<file path="src/dsc_defs.svh">
// Register offsets, field positions, reset values and codes for the channel control block
`ifndef DSC_DEFS_SVH
`define DSC_DEFS_SVH

// Register indices; the byte address is four times the index
`define DSC_IDX_MAIN 4'h0
`define DSC_IDX_STAT 4'h1
`define DSC_IDX_SRC 4'h2
`define DSC_IDX_DST 4'h3
`define DSC_IDX_CNT 4'h4

// Main control bits
`define DSC_MAIN_EN 7
`define DSC_MAIN_RPT 5
`define DSC_MAIN_SWREQ 4
`define DSC_MAIN_SINGLE 2
`define DSC_MAIN_BURST 0

// Status and interrupt control bits
`define DSC_STAT_ACTIVE 7
`define DSC_STAT_WAIT 6
`define DSC_STAT_FAULT 5
`define DSC_STAT_DONE 4

// Pointer mode codes
`define DSC_MODE_FIXED 3'h0
`define DSC_MODE_INC 3'h1
`define DSC_MODE_MASK 3'h4
`define DSC_MODE_OR 3'h5
`define DSC_MODE_TWO 3'h6

`define DSC_RELOAD_NONE 2'h0
`define DSC_RELOAD_BLOCK 2'h1
`define DSC_RELOAD_BURST 2'h2
`define DSC_RELOAD_TRANS 2'h3

`define DSC_RST_BYTE 8'h00
`define DSC_RST_COUNT 8'h01
`define DSC_BYTE_TIME_NS 10
`define DSC_BYTE_CYC ((`DSC_BYTE_TIME_NS + 9) / 10)

`endif

</file>
<file path="src/dsc_pkg.sv">
// Types for the channel control block
package dsc_pkg;
  typedef enum logic [1:0] {
    DSC_IDLE,
    DSC_WAIT,
    DSC_BURST,
    DSC_GAP
  } dsc_state_t;

  typedef struct packed {
    logic [1:0] reload;
    logic [2:0] mode;
  } dsc_ptr_ctl_t;

  typedef struct packed {
    logic reload_now;
    logic step_now;
  } dsc_ptr_evt_t;
endpackage

</file>
<file path="src/dsc_channel.sv">
// Standard channel control, status and pointer steering behind an Avalon-MM slave
//
// How it works
// - Single-shot does one burst per trigger; writes ignored while enabled.
// - Burst select 0 is one byte, 1 two bytes; frozen while busy.
// - Active flag reads one once a transaction begins.
// - Active flag clears on disable, done flag set or fault flag set.
// - Waiting flag is one while the first block after enable is pending; clears on start or abort.
// - Detected error sets fault flag; request raised when fault level nonzero.
// - Fault flag clears only by software writing one to it.
// - Done flag set after block when repeat is off; repeat mode never sets it; request if level nonzero.
// - Done flag clears only by software writing one to it.
// - Fault level in bits 3:2 gates the fault request.
// - Done level in bits 1:0 gates the done request.
// - Source reload selects none, block, burst or transaction; frozen while busy.
// - Source mode 000 fixed, 001 increment, others reserved; frozen while busy.
// - Destination reload selects none, block, burst or transaction; frozen while busy.
// - Enable starts channel, self clears at end; clearing aborts between bursts.
// - Software request acts as trigger when enabled; clears when transfer starts.
// - Destination mode fixed, increment, or three search codes; rest reserved.
//
// The Avalon-MM interface to the registers was left to the implementer.
`timescale 1ns/1ps
`include "dsc_defs.svh"
`default_nettype none

module dsc_channel (
  input wire logic clk,
  input wire logic rst,
  input wire logic [3:0] avs_address,
  input wire logic avs_read,
  input wire logic avs_write,
  input wire logic [31:0] avs_writedata,
  output logic [31:0] avs_readdata,
  output logic avs_waitrequest,
  input wire logic trig_in,
  input wire logic err_in,
  input wire logic match_in,
  output logic byte_req,
  output dsc_pkg::dsc_ptr_evt_t src_evt,
  output dsc_pkg::dsc_ptr_evt_t dst_evt,
  output dsc_pkg::dsc_ptr_ctl_t src_ctl,
  output dsc_pkg::dsc_ptr_ctl_t dst_ctl,
  output logic fault_irq,
  output logic [1:0] fault_irq_pri,
  output logic done_irq,
  output logic [1:0] done_irq_pri
);

  // ==========================================================
  // Input synchronisers
  logic trig_m_q, trig_s_q, err_m_q, err_s_q, match_m_q, match_s_q, trig_prev_q;
  always_ff @(posedge clk or posedge rst) begin
    if (rst) begin
      trig_m_q <= 1'b0;
      trig_s_q <= 1'b0;
      err_m_q <= 1'b0;
      err_s_q <= 1'b0;
      match_m_q <= 1'b0;
      match_s_q <= 1'b0;
      trig_prev_q <= 1'b0;
    end else begin
      trig_m_q <= trig_in;
      trig_s_q <= trig_m_q;
      err_m_q <= err_in;
      err_s_q <= err_m_q;
      match_m_q <= match_in;
      match_s_q <= match_m_q;
      trig_prev_q <= trig_s_q;
    end
  end
  wire logic hw_trig = trig_s_q & ~trig_prev_q;

  // ==========================================================
  // Register and channel state
  logic en_q, en_d, rpt_q, rpt_d, swreq_q, swreq_d, single_q, single_d, bsel_q, bsel_d;
  logic active_q, active_d, wait_q, wait_d, fault_q, fault_d, done_q, done_d;
  logic [1:0] flvl_q, flvl_d, dlvl_q, dlvl_d;
  dsc_pkg::dsc_ptr_ctl_t src_q, src_d, dst_q, dst_d;
  logic [7:0] count_q, count_d, left_q, left_d;
  logic beat_q, beat_d;
  dsc_pkg::dsc_state_t st_q, st_d;
  logic ack_q, ack_d, wreq_q, fault_irq_q, done_irq_q;
  logic [31:0] rdata_q, rdata_d;
  logic byte_req_q, byte_req_d;
  dsc_pkg::dsc_ptr_evt_t sevt_q, sevt_d, devt_q, devt_d;

  function automatic dsc_pkg::dsc_ptr_evt_t ptr_evt(input logic [1:0] rl, input logic [2:0] md,
      input logic byte_go, input logic burst_end, input logic block_end, input logic trans_end);
    dsc_pkg::dsc_ptr_evt_t e;
    e.step_now = byte_go & (md == `DSC_MODE_INC);
    e.reload_now = (rl == `DSC_RELOAD_BURST & burst_end) | (rl == `DSC_RELOAD_BLOCK & block_end)
                 | (rl == `DSC_RELOAD_TRANS & trans_end);
    return e;
  endfunction

  logic wr, rd, busy, trig_any, start, byte_go, burst_end, block_end, trans_end, abort, stop;
  always_comb begin
    wr = avs_write & ~ack_q;
    rd = avs_read & ~ack_q;
    busy = active_q;
    // software trigger only counts while enabled
    trig_any = en_q & (hw_trig | swreq_q);
    abort = en_q & wr & (avs_address == `DSC_IDX_MAIN) & ~avs_writedata[`DSC_MAIN_EN];
    start = 1'b0;
    byte_go = 1'b0;
    burst_end = 1'b0;
    block_end = 1'b0;
    trans_end = 1'b0;
    stop = 1'b0;
    st_d = st_q;
    left_d = left_q;
    beat_d = beat_q;
    case (st_q)
      dsc_pkg::DSC_IDLE: begin
        if (en_q) begin
          st_d = dsc_pkg::DSC_WAIT;
          left_d = count_q;
        end
      end
      dsc_pkg::DSC_WAIT, dsc_pkg::DSC_GAP: begin
        if (abort | ~en_q) begin
          st_d = dsc_pkg::DSC_IDLE;
        end else if (trig_any) begin
          start = 1'b1;
          st_d = dsc_pkg::DSC_BURST;
          beat_d = 1'b0;
        end
      end
      dsc_pkg::DSC_BURST: begin
        byte_go = 1'b1;
        left_d = left_q - 8'h01;
        beat_d = 1'b1;
        if (err_s_q) begin
          stop = 1'b1;
          st_d = dsc_pkg::DSC_IDLE;
        end else if (left_q == 8'h01 | match_s_q) begin
          burst_end = 1'b1;
          block_end = 1'b1;
          left_d = count_q;
          trans_end = ~rpt_q;
          st_d = rpt_q ? dsc_pkg::DSC_GAP : dsc_pkg::DSC_IDLE;
        end else if (~bsel_q | beat_q) begin
          // burst of one or two bytes ends here; continuous mode restarts it below
          burst_end = 1'b1;
          st_d = dsc_pkg::DSC_GAP;
        end
      end
      default: st_d = dsc_pkg::DSC_IDLE;
    endcase
    if (~single_q & burst_end & ~block_end & en_q & ~abort) begin
      st_d = dsc_pkg::DSC_BURST;
      beat_d = 1'b0;
    end
  end

  always_comb begin
    en_d = en_q;
    rpt_d = rpt_q;
    swreq_d = swreq_q;
    single_d = single_q;
    bsel_d = bsel_q;
    flvl_d = flvl_q;
    dlvl_d = dlvl_q;
    src_d = src_q;
    dst_d = dst_q;
    count_d = count_q;
    fault_d = fault_q;
    done_d = done_q;
    if (wr) begin
      case (avs_address)
        `DSC_IDX_MAIN: begin
          en_d = avs_writedata[`DSC_MAIN_EN];
          if (en_q) begin
            // request bit accepted only while enabled
            swreq_d = swreq_q | avs_writedata[`DSC_MAIN_SWREQ];
          end else begin
            // single-shot and repeat frozen while enabled
            rpt_d = avs_writedata[`DSC_MAIN_RPT];
            single_d = avs_writedata[`DSC_MAIN_SINGLE];
          end
          if (~busy) bsel_d = avs_writedata[`DSC_MAIN_BURST];
        end
        `DSC_IDX_STAT: begin
          flvl_d = avs_writedata[3:2];
          dlvl_d = avs_writedata[1:0];
          // fault flag cleared by writing one
          if (avs_writedata[`DSC_STAT_FAULT]) fault_d = 1'b0;
          // done flag cleared by writing one
          if (avs_writedata[`DSC_STAT_DONE]) done_d = 1'b0;
        end
        `DSC_IDX_SRC: begin
          if (~busy) src_d = {avs_writedata[5:4], avs_writedata[2:0]};
        end
        `DSC_IDX_DST: begin
          // frozen while busy; search codes kept
          if (~busy) dst_d = {avs_writedata[5:4], avs_writedata[2:0]};
        end
        `DSC_IDX_CNT: count_d = avs_writedata[7:0];
        default: ;
      endcase
    end
    // request bit clears as the transfer starts or the channel stops
    if (start | ~en_d | trans_end | stop) swreq_d = 1'b0;
    // enable clears at transaction end or on error
    if (trans_end | stop) en_d = 1'b0;
    // detected error sets the fault flag, winning over a clear
    if (stop) fault_d = 1'b1;
    // done after the block with repeat off; in repeat mode no block sets it
    if (trans_end) done_d = 1'b1;
    // active from start until disable, done or fault event
    active_d = active_q;
    if (start) active_d = 1'b1;
    // Events, not flag levels: an uncleared done flag must not hide a new transaction
    if (~en_d | trans_end | stop) active_d = 1'b0;
    // waiting while the first block after enable awaits its trigger; cleared on start or abort
    wait_d = en_d & (st_d == dsc_pkg::DSC_WAIT) & ~start;
  end

  // ==========================================================
  // Bus answer and outputs
  always_comb begin
    rdata_d = 32'h0;
    case (avs_address)
      `DSC_IDX_MAIN: rdata_d[7:0] = {en_q, 1'b0, rpt_q, swreq_q, 1'b0, single_q, 1'b0, bsel_q};
      `DSC_IDX_STAT: rdata_d[7:0] = {active_q, wait_q, fault_q, done_q, flvl_q, dlvl_q};
      `DSC_IDX_SRC: rdata_d[7:0] = {2'h0, src_q.reload, 1'b0, src_q.mode};
      `DSC_IDX_DST: rdata_d[7:0] = {2'h0, dst_q.reload, 1'b0, dst_q.mode};
      `DSC_IDX_CNT: rdata_d[7:0] = count_q;
      default: rdata_d = 32'h0;
    endcase
    ack_d = (rd | wr);
    byte_req_d = byte_go;
    sevt_d = ptr_evt(src_q.reload, src_q.mode, byte_go, burst_end, block_end, trans_end);
    devt_d = ptr_evt(dst_q.reload, dst_q.mode, byte_go, burst_end, block_end, trans_end);
  end

  always_ff @(posedge clk or posedge rst) begin
    if (rst) begin
      en_q <= 1'b0;
      rpt_q <= 1'b0;
      swreq_q <= 1'b0;
      single_q <= 1'b0;
      bsel_q <= 1'b0;
      active_q <= 1'b0;
      wait_q <= 1'b0;
      fault_q <= 1'b0;
      done_q <= 1'b0;
      flvl_q <= 2'h0;
      dlvl_q <= 2'h0;
      src_q <= '0;
      dst_q <= '0;
      count_q <= `DSC_RST_COUNT;
      left_q <= 8'h00;
      beat_q <= 1'b0;
      st_q <= dsc_pkg::DSC_IDLE;
      ack_q <= 1'b0;
      wreq_q <= 1'b1;
      fault_irq_q <= 1'b0;
      done_irq_q <= 1'b0;
      rdata_q <= 32'h0;
      byte_req_q <= 1'b0;
      sevt_q <= '0;
      devt_q <= '0;
    end else begin
      en_q <= en_d;
      rpt_q <= rpt_d;
      swreq_q <= swreq_d;
      single_q <= single_d;
      bsel_q <= bsel_d;
      active_q <= active_d;
      wait_q <= wait_d;
      fault_q <= fault_d;
      done_q <= done_d;
      flvl_q <= flvl_d;
      dlvl_q <= dlvl_d;
      src_q <= src_d;
      dst_q <= dst_d;
      count_q <= count_d;
      left_q <= left_d;
      beat_q <= beat_d;
      st_q <= st_d;
      ack_q <= ack_d;
      wreq_q <= ~ack_d;
      fault_irq_q <= fault_d & (flvl_d != 2'h0);
      done_irq_q <= done_d & (dlvl_d != 2'h0);
      rdata_q <= rdata_d;
      byte_req_q <= byte_req_d;
      sevt_q <= sevt_d;
      devt_q <= devt_d;
    end
  end

  assign avs_readdata = rdata_q;
  // Waitrequest stays high until the registered answer is ready
  assign avs_waitrequest = wreq_q;
  assign byte_req = byte_req_q;
  assign src_evt = sevt_q;
  assign dst_evt = devt_q;
  assign src_ctl = src_q;
  assign dst_ctl = dst_q;
  assign fault_irq = fault_irq_q;
  assign fault_irq_pri = flvl_q;
  assign done_irq = done_irq_q;
  assign done_irq_pri = dlvl_q;

  // ==========================================================
  // Checks
  a_fault_irq_gate: assert property (@(posedge clk) disable iff (rst)
    fault_irq == (fault_q && flvl_q != 2'h0)) else $error("fault request mismatch");
  a_done_set_irq: assert property (@(posedge clk) disable iff (rst)
    trans_end && dlvl_q != 2'h0 && !wr |=> done_irq) else $error("done request missing");
  a_fault_sticky: assert property (@(posedge clk) disable iff (rst)
    fault_q && !(wr && avs_address == `DSC_IDX_STAT && avs_writedata[5]) |=> fault_q)
    else $error("fault flag lost");
  a_done_sticky: assert property (@(posedge clk) disable iff (rst)
    done_q && !(wr && avs_address == `DSC_IDX_STAT && avs_writedata[4]) |=> done_q)
    else $error("done flag lost");
  a_active_start: assert property (@(posedge clk) disable iff (rst)
    start && !stop |=> active_q) else $error("active not set");
  a_active_clear: assert property (@(posedge clk) disable iff (rst)
    trans_end || stop || !en_q |=> !active_q) else $error("active not cleared");
  a_bsel_frozen: assert property (@(posedge clk) disable iff (rst)
    busy |=> bsel_q == $past(bsel_q)) else $error("burst select changed while busy");
  a_swreq_ignored: assert property (@(posedge clk) disable iff (rst)
    !en_q |=> !swreq_q) else $error("request taken while disabled");
  a_single_frozen: assert property (@(posedge clk) disable iff (rst)
    en_q |=> single_q == $past(single_q)) else $error("single changed while enabled");
  a_src_frozen: assert property (@(posedge clk) disable iff (rst)
    busy |=> src_q == $past(src_q)) else $error("source control changed while busy");
  a_wait_start: assert property (@(posedge clk) disable iff (rst)
    start |=> !wait_q) else $error("waiting flag not cleared");

endmodule

`default_nettype wire

</file>
<file path="config.mk">
export PLATFORM = sky130hd
export DESIGN_NAME = dsc_channel
export DESIGN_NICKNAME = d
export VERILOG_FILES = /design/src/dsc_pkg.sv /design/src/dsc_channel.sv
export VERILOG_INCLUDE_DIRS = /design/src
export SDC_FILE = /design/constraint.sdc
export NUM_CORES = 1
export LEC_CHECK = 0
export ABC_CLOCK_PERIOD_IN_PS = 2700
export BUFFER_PORTS_ARGS = -buffer_cell sky130_fd_sc_hd__buf_4
export CORE_AREA = 2 2 84 86
export DETAILED_ROUTE_END_ITERATION = 7
export DIE_AREA = 0 0 86 88
export HOLD_SLACK_MARGIN = 0.08
export PLACE_DENSITY = 0.76
export SETUP_SLACK_MARGIN = 0.2
export SLEW_MARGIN = 20
export SYNTH_ARGS = -nofsm -noshare
export SYNTH_HDL_FRONTEND = slang
export SYNTH_SLANG_ARGS = --single-unit
</file>
<file path="constraint.sdc">
create_clock -name clk -period 2.7 [get_ports clk]
set_input_delay 0.135 -clock clk [delete_from_list [all_inputs] [get_ports clk]]
set_output_delay 0.135 -clock clk [all_outputs]
set_load 0.05 [all_outputs]
</file>
=== Word level (Yosys, flattened, before mapping) ===
Cells that the tools add are included.

* Bits of input ports: 43
* Flip-flop bits (word level): 66
* Output and inout port bits: 54

* Reduce and logical (&&, ||, !) cells: 19
* Bitwise logic cells: 53
* Equal/unequal tests: 20
* $add $sub $neg: 1
* Muxes and demuxes: 55

{| class="wikitable"
|+ Operators with widths
! kind !! number
|-
| 8-bit one-hot mux with 5 select lines || 1
|-
| 1-bit two-way mux || 36
|-
| 2-bit two-way mux || 12
|-
| 8-bit two-way mux || 3
|-
| 1-bit bitwise AND || 23
|-
| 3-bit AND reduction || 6
|-
| 1-bit OR || 16
|-
| 8-bit one-hot mux with 2 select lines || 1
|-
| 1-bit inverter || 14
|-
| 2-bit nonzero test || 7
|-
| 2-bit equality test (second input constant) || 6
|-
| 2-bit by 1-bit equality test with 1-bit output (second input constant) || 4
|-
| 4-bit by 2-bit equality test with 1-bit output (second input constant) || 2
|-
| 8-bit by 1-bit equality test with 1-bit output (second input constant) || 1
|-
| 8-bit by 1-bit subtractor with 8-bit output (second input constant) || 1
|-
| 3-bit by 1-bit equality test with 1-bit output (second input constant) || 2
|-
| 3-bit inequality test (second input constant) || 2
|-
| 2-bit one-hot mux with 3 select lines || 1
|-
| 4-bit by 1-bit equality test with 1-bit output (second input constant) || 1
|-
| 4-bit by 3-bit equality test with 1-bit output (second input constant) || 1
|-
| 4-bit zero test || 1
|-
| 2-bit AND reduction || 2
|-
| 3-bit nonzero test || 1
|-
| 2-bit zero test || 1
|-
| 3 further kinds || 3
|}

=== Longest topological paths before layout ===
Gate-level depths: netlist of run 1.

* Depth in word-level cells: 14
* Mapped depth: 7

=== Least setup slack after synthesis of run 1 ===
OpenSTA, ideal clock, no wires.

* Path kind: register -> register
* Start point: register left_q[0]
* End point: register left_q[7]
* Slack: 918 ps
* Library setup time: 126 ps
* Path buffers: 0
* Stages on the path, launching flop included: 6
* Data arrival time: 1656 ps
* Cell sequence: dfrtp_1 > ha_1 > nor4b_1 > a221o_1 > and2_1 > a221o_1

* Longest elaborated chain between the ends: 5
* Elaborated cells between the ends (all ways): 6

{| class="wikitable"
|+ RTL lines
! what !! RTL line !! text
|-
| start: declaration || dsc_channel.sv:80 || <nowiki>logic [7:0] count_q, count_d, left_q, left_d;</nowiki>
|-
| start signal: assignment || dsc_channel.sv:280 || <nowiki>left_q <= left_d;</nowiki>
|-
| parallel branches: the longest is 3 deep, another holds 8-bit by 1-bit subtractor with 8-bit output || n/a ||
|-
| 8-bit two-way mux (*) || dsc_channel.sv:134 || <nowiki>if (err_s_q) begin</nowiki>
|-
| 8-bit one-hot mux with 2 select lines (*) || dsc_channel.sv:114 || <nowiki>case (st_q)</nowiki>
|}

Mark *: on every way between the ends.
A chain may end at the register's enable or synchronous reset.

=== Final worst setup path of run 1 ===
* Start point: register left_q[1]
* End point: register left_q[4]

Same word-level chain as after synthesis.

==> results of run 1 <==
## final timing paths
check | cells past startpoint | end | start | slack (ps)
min in group asynchronous | 3 | err_s_q | rst | 360
setup / recovery | 6 | left_q[4] | left_q[1] | 530
setup reg to reg | 6 | left_q[4] | left_q[1] | 530
hold reg to reg | 0 | match_s_q | match_m_q | 360
max in group asynchronous | 4 | avs_waitrequest | rst | 1620
hold / removal | 3 | ack_q | avs_write | 110
## through the flow
step	hold WS [ps]	cells	area, um2	power [W]	utilization (%)
detailed placement	193	412	3590	0.00251	54.0
global placement	192	412	3590	0.00247	54.0
floorplan	166	315	3330	0.00222	-
CTS	101	442	3940	0.00339	59.2
global route	147	442	3940	0.00355	59.2
finish	114	442	3940	0.00336	59.2
## worst max-delay path, delay by kind of cell, from the launching register on
kind                     cells  cell delay [ps]
adder cells (fa/ha/maj)      1              230
flip-flops                   1              390
buffers and inverters        1               90
AND/OR/NAND/NOR              1              260
AO/OA/AOI/OAI                3             1090
## routing by layer
layer  vias up  part of all wire (%)  GRT usage [%]
met5         -                     0              0
met4         0                   2.0           8.37
met3        14                   6.6           5.28
met2        98                    47           32.3
met1      1153                    44           28.6
li1       1142                     -              -
## synthesized netlist by cell type (all sizes together) (6+ instances only)
cell and instances:
a22oi 6, mux2i 7, nand2 10, o21ai 16, inv 11, nor3 6
nand2b 6, mux2 26, nor2 25, buf 29, nor2b 6, nand3 8
dfrtp 64
## area by class of cell
cell class	count	area share, %
sequential	66	42.0
multi-input combinational	204	35.8
timing repair buffer	65	13.3
clock buffer	14	4.39
tap	80	2.54
inverter	11	1.05
clock inverter	2	0.890
## flip-flops by register name, summed over array words and instances, names as in the netlist, 2 cells and up
| signal | cells |
|---|---|
| count_q | 8 |
| dst_evt | 2 |
| done_irq_pri | 2 |
| dst_ctl | 5 |
| src_evt | 2 |
| fault_irq_pri | 2 |
| st_q | 2 |
| avs_readdata | 8 |
| left_q | 8 |
| src_ctl | 5 |
## cell families after synthesis
logic type | Yosys count | share of synthesized area [%]
simple gates | 87 | 15.9
flops | 66 | 51.0
compound gates | 58 | 12.8
buf+inv | 45 | 8.22
mux | 33 | 11.2
fa+ha+maj | 2 | 0.771
other cells | 1 | 0.116
## report_power, final
part           switching [W]  total, W  internal [W]
logic               0.000686   0.00109      0.000405
registers           0.000233   0.00142       0.00119
clock network       0.000348  0.000849      0.000501
## placed cells by master, fill, tap and decap left out, drive strengths merged, types with 3 or more instances in the layout
master / n
dfrtp: 64
buf: 51
mux2: 26
nor2: 25
conb: 24
o21ai: 16
dlygate4sd3: 14
clkbuf: 14
inv: 11
nand2: 10
nand3: 8
mux2i: 7
nand2b: 6
nor2b: 6
a22oi: 6
nor3: 6
a21oi: 5
a221o: 5
nor4b: 5
a31oi: 4
nor4: 4
o31ai: 3
a221oi: 3
or3: 3
and3: 3
nor3b: 3
or2: 3
==> impl_metrics.yaml, run 1 <==
worst_setup_path:
  cpPeakStageDelay_ps: 540
  path_max_fanout: 18
  crit_path_end_kind: "flip-flop"
  crit_top_cell: "a221o_1"
  cp.required_ps: 2920
  cpMaxStageDelayCell: "a221o_1"
  critPathLaunchType: "flip-flop"
  crit_chain: "inv_1, ha_1, nor4b_1, a221o_1, o21ai_0, a221o_1"
  arrival_ps: 2400
  critical_path_class: "flip-flop to flip-flop"
place:
  dp_hpwl_um: 5400
  port_buffers: 48
  place_ws_ps: 545
  gp_congestion: 0.954
clock_network:
  clockBufferDepth: 2
  cts_setup_buffers: 0
  cts_buffers: 9
  hold_buffers: 14
  insertion_delay_ps: 350
  clkTransAtPathRegs_ps: 60
  clock-sinks: 66
  postCtsResizedCells: 0
  cts_tree: "yes"
  root_buffer: "clkbuf_8"
  h-tree-depth: 3
synth:
  synth.distinct_cells: 55
  ys_ff_latch: 66
  netlist_area_mm2: 0.00324
  synth_seq_area_share_pct: 51.0
  synth_edf_count: 0
  synth.area.top_cells: "dfrtp_1, mux2_2, buf_4"
  post_synth.cell_area_avg_um2: 11.1
  yosys_warnings: 0
  synthCells: 292
  ys.flop_type: "dfrtp_1"
  async_flop_share_pct: 100
  synth_top_area_share_pct: 49.4
  synth_top_area_cell: "dfrtp_1"
route:
  drt_iter0_markers: 159
  via_per_inst: 5.45
  ant_nets: 0
  routedWlPerCell_um: 16.8
  firstDrtPassIters: 5
  drc_errors: 0
  vias: 2407
  wl_um: 7430
global_routing:
  grt_pass1_vias: 2327
  grt_pass1_wl_um: 11800
  overflow: 0
  antenna_found_initial: 0
  grt_usage_pct: 21.0
  grt_max_degree: 24
layout:
  multiInputGateArea_mm2: 0.00141
  ff_latch_area_mm2: 0.00165
  layout-drive-gt1-share_pct: 28.7
  final_nets: 402
  syn_to_final_growth_pct: 21.3
  diodes: 0
  nFillCells: 563
timing:
  drv_slew: 0
  finalCritPeriodShare_pct: 80.5
  fin_setup_tns_ps: 0
  skew_ps: 6.66
  layout_setup_ws_ps: 527
  rsz0062_at_grt: "false"
  hold_viol_final: 0
  fin_crit_ps: 2170
  setup-violations-final: 0
  slew_headroom_pct: 60.4
  max_freq_mhz: 460
  worstMarginPinSlew_ps: 592
floorplan:
  initial_utilization_pct: 48.8
  core_area_mm2: 0.00664
  die_y_um: 88
  die_w_um: 86
  rows: 30
  dieArea_mm2: 0.00757
  boundaryPins: 97
hold_path:
  min_path_type: "input pin to flip-flop"
power_and_ir_drop:
  peakVddDrop_uv: 548
  powerDensity_mw_per_mm2: 855
  leakagePower_nw: 1.87
flow_run:
  drv_cap: 0
outcome:
  outcome: "finished, final reports clean"
(Power assumes the default switching activity.)
==> run 2: changes to the inputs <==
--- a/config.mk
+++ b/config.mk
@@ -6,7 +6,8 @@
 export SDC_FILE = /design/constraint.sdc
 export NUM_CORES = 1
 export LEC_CHECK = 0
-export ABC_CLOCK_PERIOD_IN_PS = 2700
+export ABC_AREA = 1
+export ABC_CLOCK_PERIOD_IN_PS = 2200
 export BUFFER_PORTS_ARGS = -buffer_cell sky130_fd_sc_hd__buf_4
 export CORE_AREA = 2 2 84 86
 export DETAILED_ROUTE_END_ITERATION = 7
==> constraint.sdc (replaced) <==
create_clock -name clk -period 2.2 [get_ports clk]
set_input_delay 0.11 -clock clk [delete_from_list [all_inputs] [get_ports clk]]
set_output_delay 0.11 -clock clk [all_outputs]
set_load 0.05 [all_outputs]
==> run 2 against run 1 <==
Register-to-register slack is essentially flat. Combinational power grew 37%. Count of clock-buffer cells in the layout shrank 5. Largest power group unchanged. Highest routed layer unchanged.
==> impl_metrics.yaml, run 2 <==
synth:
  synth.distinct_cells: 41
  ys_ff_latch: 66
  netlist_area_mm2: 0.00323
  ys_top_cells_by_count: "nand2_1, dfrtp_1, inv_1"
  synth_top_area_share_pct: 49.5
  synth.area.top_cells: "dfrtp_1, nand2_1, buf_4"
  synthCells: 362
  synth_seq_area_share_pct: 51.2
  async_flop_share_pct: 100
  post_synth.cell_area_avg_um2: 8.93
  synth_edf_count: 0
  yosys_warnings: 0
  synth_top_area_cell: "dfrtp_1"
  yosysMostFrequentCell: "nand2_1"
  ys.flop_type: "dfrtp_1"
timing:
  slew_headroom_pct: 64.3
  fin_crit_ps: 1680
  layout_setup_ws_ps: 521
  fin_setup_tns_ps: 0
  hold_viol_final: 0
  finalCritPeriodShare_pct: 76.3
  skew_ps: 9.28
  max_freq_mhz: 596
  drv_slew: 0
  worstMarginPinSlew_ps: 535
  setup-violations-final: 0
  rsz0062_at_grt: "false"
worst_setup_path:
  cp.required_ps: 2440
  cp.buffers_inverters: 1
  critPathLaunchType: "flip-flop"
  crit_end: "left_q[7]"
  crit_chain: "inv_1, ha_1, nand2_1, o21ai_4, nand2_2, nand2_2, o21ai_1, o21ai_1, nand2_1"
  reg2reg_from: "left_q[1]"
  crit_family: "simple AND/OR/NAND/NOR gates"
  cpPeakStageDelay_ps: 390
  crit_start: "left_q[1]"
  r2r_end: "left_q[7]"
  critical_path_class: "flip-flop to flip-flop"
  cp_num_cells: 9
  path_max_fanout: 12
  arrival_ps: 1910
  crit_path_end_kind: "flip-flop"
  r2r_setup_slack_ps: 520
  rr_worst_depth: 9
  cpMaxStageDelayCell: "dfrtp_1"
global_routing:
  grt_pass1_vias: 2492
  grt_pass1_wl_um: 11800
  overflow: 0
  antenna_found_initial: 0
  grt_max_degree: 43
  grt_usage_pct: 20.5
route:
  routedWlPerCell_um: 14.2
  drc_errors: 0
  wl_um: 7280
  vias: 2579
  ant_nets: 0
  via_per_inst: 5.04
  drt_iter0_markers: 133
  firstDrtPassIters: 4
layout:
  final_common_cell: "nand2_1"
  final_nets: 472
  syn_to_final_growth_pct: 22.3
  diodes: 0
  final_cells: 512
  layout_common_cells: "nand2_1, dfrtp_1, buf_4"
  layout-drive-gt1-share_pct: 23.6
clock_network:
  cts_tree: "yes"
  clockBufferDepth: 2
  insertion_delay_ps: 350
  cts_setup_buffers: 0
  h-tree-depth: 3
  root_buffer: "clkbuf_8"
  postCtsResizedCells: 0
  clock-sinks: 66
  clkTransAtPathRegs_ps: 80
  cts_buffers: 9
floorplan:
  die_w_um: 86
  boundaryPins: 97
  initial_utilization_pct: 48.7
  die_y_um: 88
  dieArea_mm2: 0.00757
  rows: 30
  core_area_mm2: 0.00664
hold_path:
  min_path_type: "input pin to flip-flop"
place:
  place_inst: 486
  place_ws_ps: 602
  port_buffers: 48
  dp_hpwl_um: 5250
  gp_congestion: 0.910
outcome:
  outcome: "finished, final reports clean"
power_and_ir_drop:
  leakagePower_nw: 2.06
  powerDensity_mw_per_mm2: 1160
  power.total_w: 0.00457
  peakVddDrop_uv: 1020
flow_run:
  drv_cap: 0
## run 2: cell types whose count changed after synthesis, moves of 7 or more
cell	before	now
inv_1	11	43
mux2_2	26	0
mux2i_1	7	0
o21ai_1	3	17
nand3_1	8	18
nor2_1	25	15
inv_2	0	8
nand2_2	0	7
nand2_1	10	88
## run 2: timing repair
action                     CTS  global route
hold endpoints to repair    34             0
hold buffers                10             0
setup endpoints to repair    0             0
## run 2: final cells by class
cell class / count / area [um2]
inverter: 51 / 191
sequential: 66 / 1650
timing repair buffer: 59 / 480
tap: 80 / 100
clock inverter: 7 / 141
multi-input combinational: 240 / 1260
clock buffer: 9 / 124
fill: 565 / 2690
## run 2: per-layer routing
| layer | global-route usage [%] | up-vias | share of wire [%] |
|---|---|---|---|
| met1 | 26.4 | 1230 | 42 |
| met2 | 33.3 | 85 | 50 |
| met4 | 9.96 | 0 | 2.1 |
| li1 | - | 1253 | - |
| met3 | 4.24 | 11 | 5.0 |
| met5 | 0 | - | 0 |
## run 2: report_power, final
group	internal (W)	total [W]	switching, W
logic	0.000471	0.00149	0.00102
clock network	0.000867	0.00135	0.000485
registers	0.00148	0.00172	0.000247
## run 2: kinds of logic (layout without fill, tap and decap cells)
| group | count (synthesis) | count (layout) | share of synthesized area, % |
|---|---|---|---|
| muxes | 1 | 1 | 0.348 |
| buffers and inverters | 79 | 126 | 12.5 |
| and+or+nand+nor | 154 | 154 | 23.3 |
| AOI/OAI and AO/OA | 54 | 54 | 10.4 |
| DFF | 66 | 66 | 51.2 |
| xor gates and xnor gates | 5 | 5 | 1.35 |
| other | 1 | 24 | 0.116 |
| adders and majority gates | 2 | 2 | 0.774 |
## run 2: worst min path at each step
stage | end | start | depth (start not counted) | slack, ps
floorplan | err_m_q | err_in | 0 | 140
global placement | avs_readdata[6] | rst | 2 | 200
detailed placement | avs_readdata[6] | rst | 2 | 200
CTS | count_q[5] | avs_writedata[5] | 3 | 90
global route | src_ctl[3] | avs_writedata[4] | 3 | 90
finish | src_ctl[3] | avs_writedata[4] | 3 | 100
## run 2: metrics by stage
| step | utilization (%) | instance area, um2 | hold slack, ps |
|---|---|---|---|
| after floorplan | - | 3320 | 141 |
| after global placement | 54.0 | 3590 | 197 |
| after detailed placement | 54.0 | 3590 | 202 |
| after CTS | 59.5 | 3950 | 92.3 |
| after global routing | 59.5 | 3950 | 93.5 |
| final | 59.5 | 3950 | 96.4 |
## run 2: worst reg2reg max path, stage by stage (launching register included)
cell and delay (ps):
dfrtp_1 390, inv_1 80, ha_1 180, nand2_1 120, o21ai_4 230, nand2_2 100
nand2_2 210, o21ai_1 110, o21ai_1 80, nand2_1 60
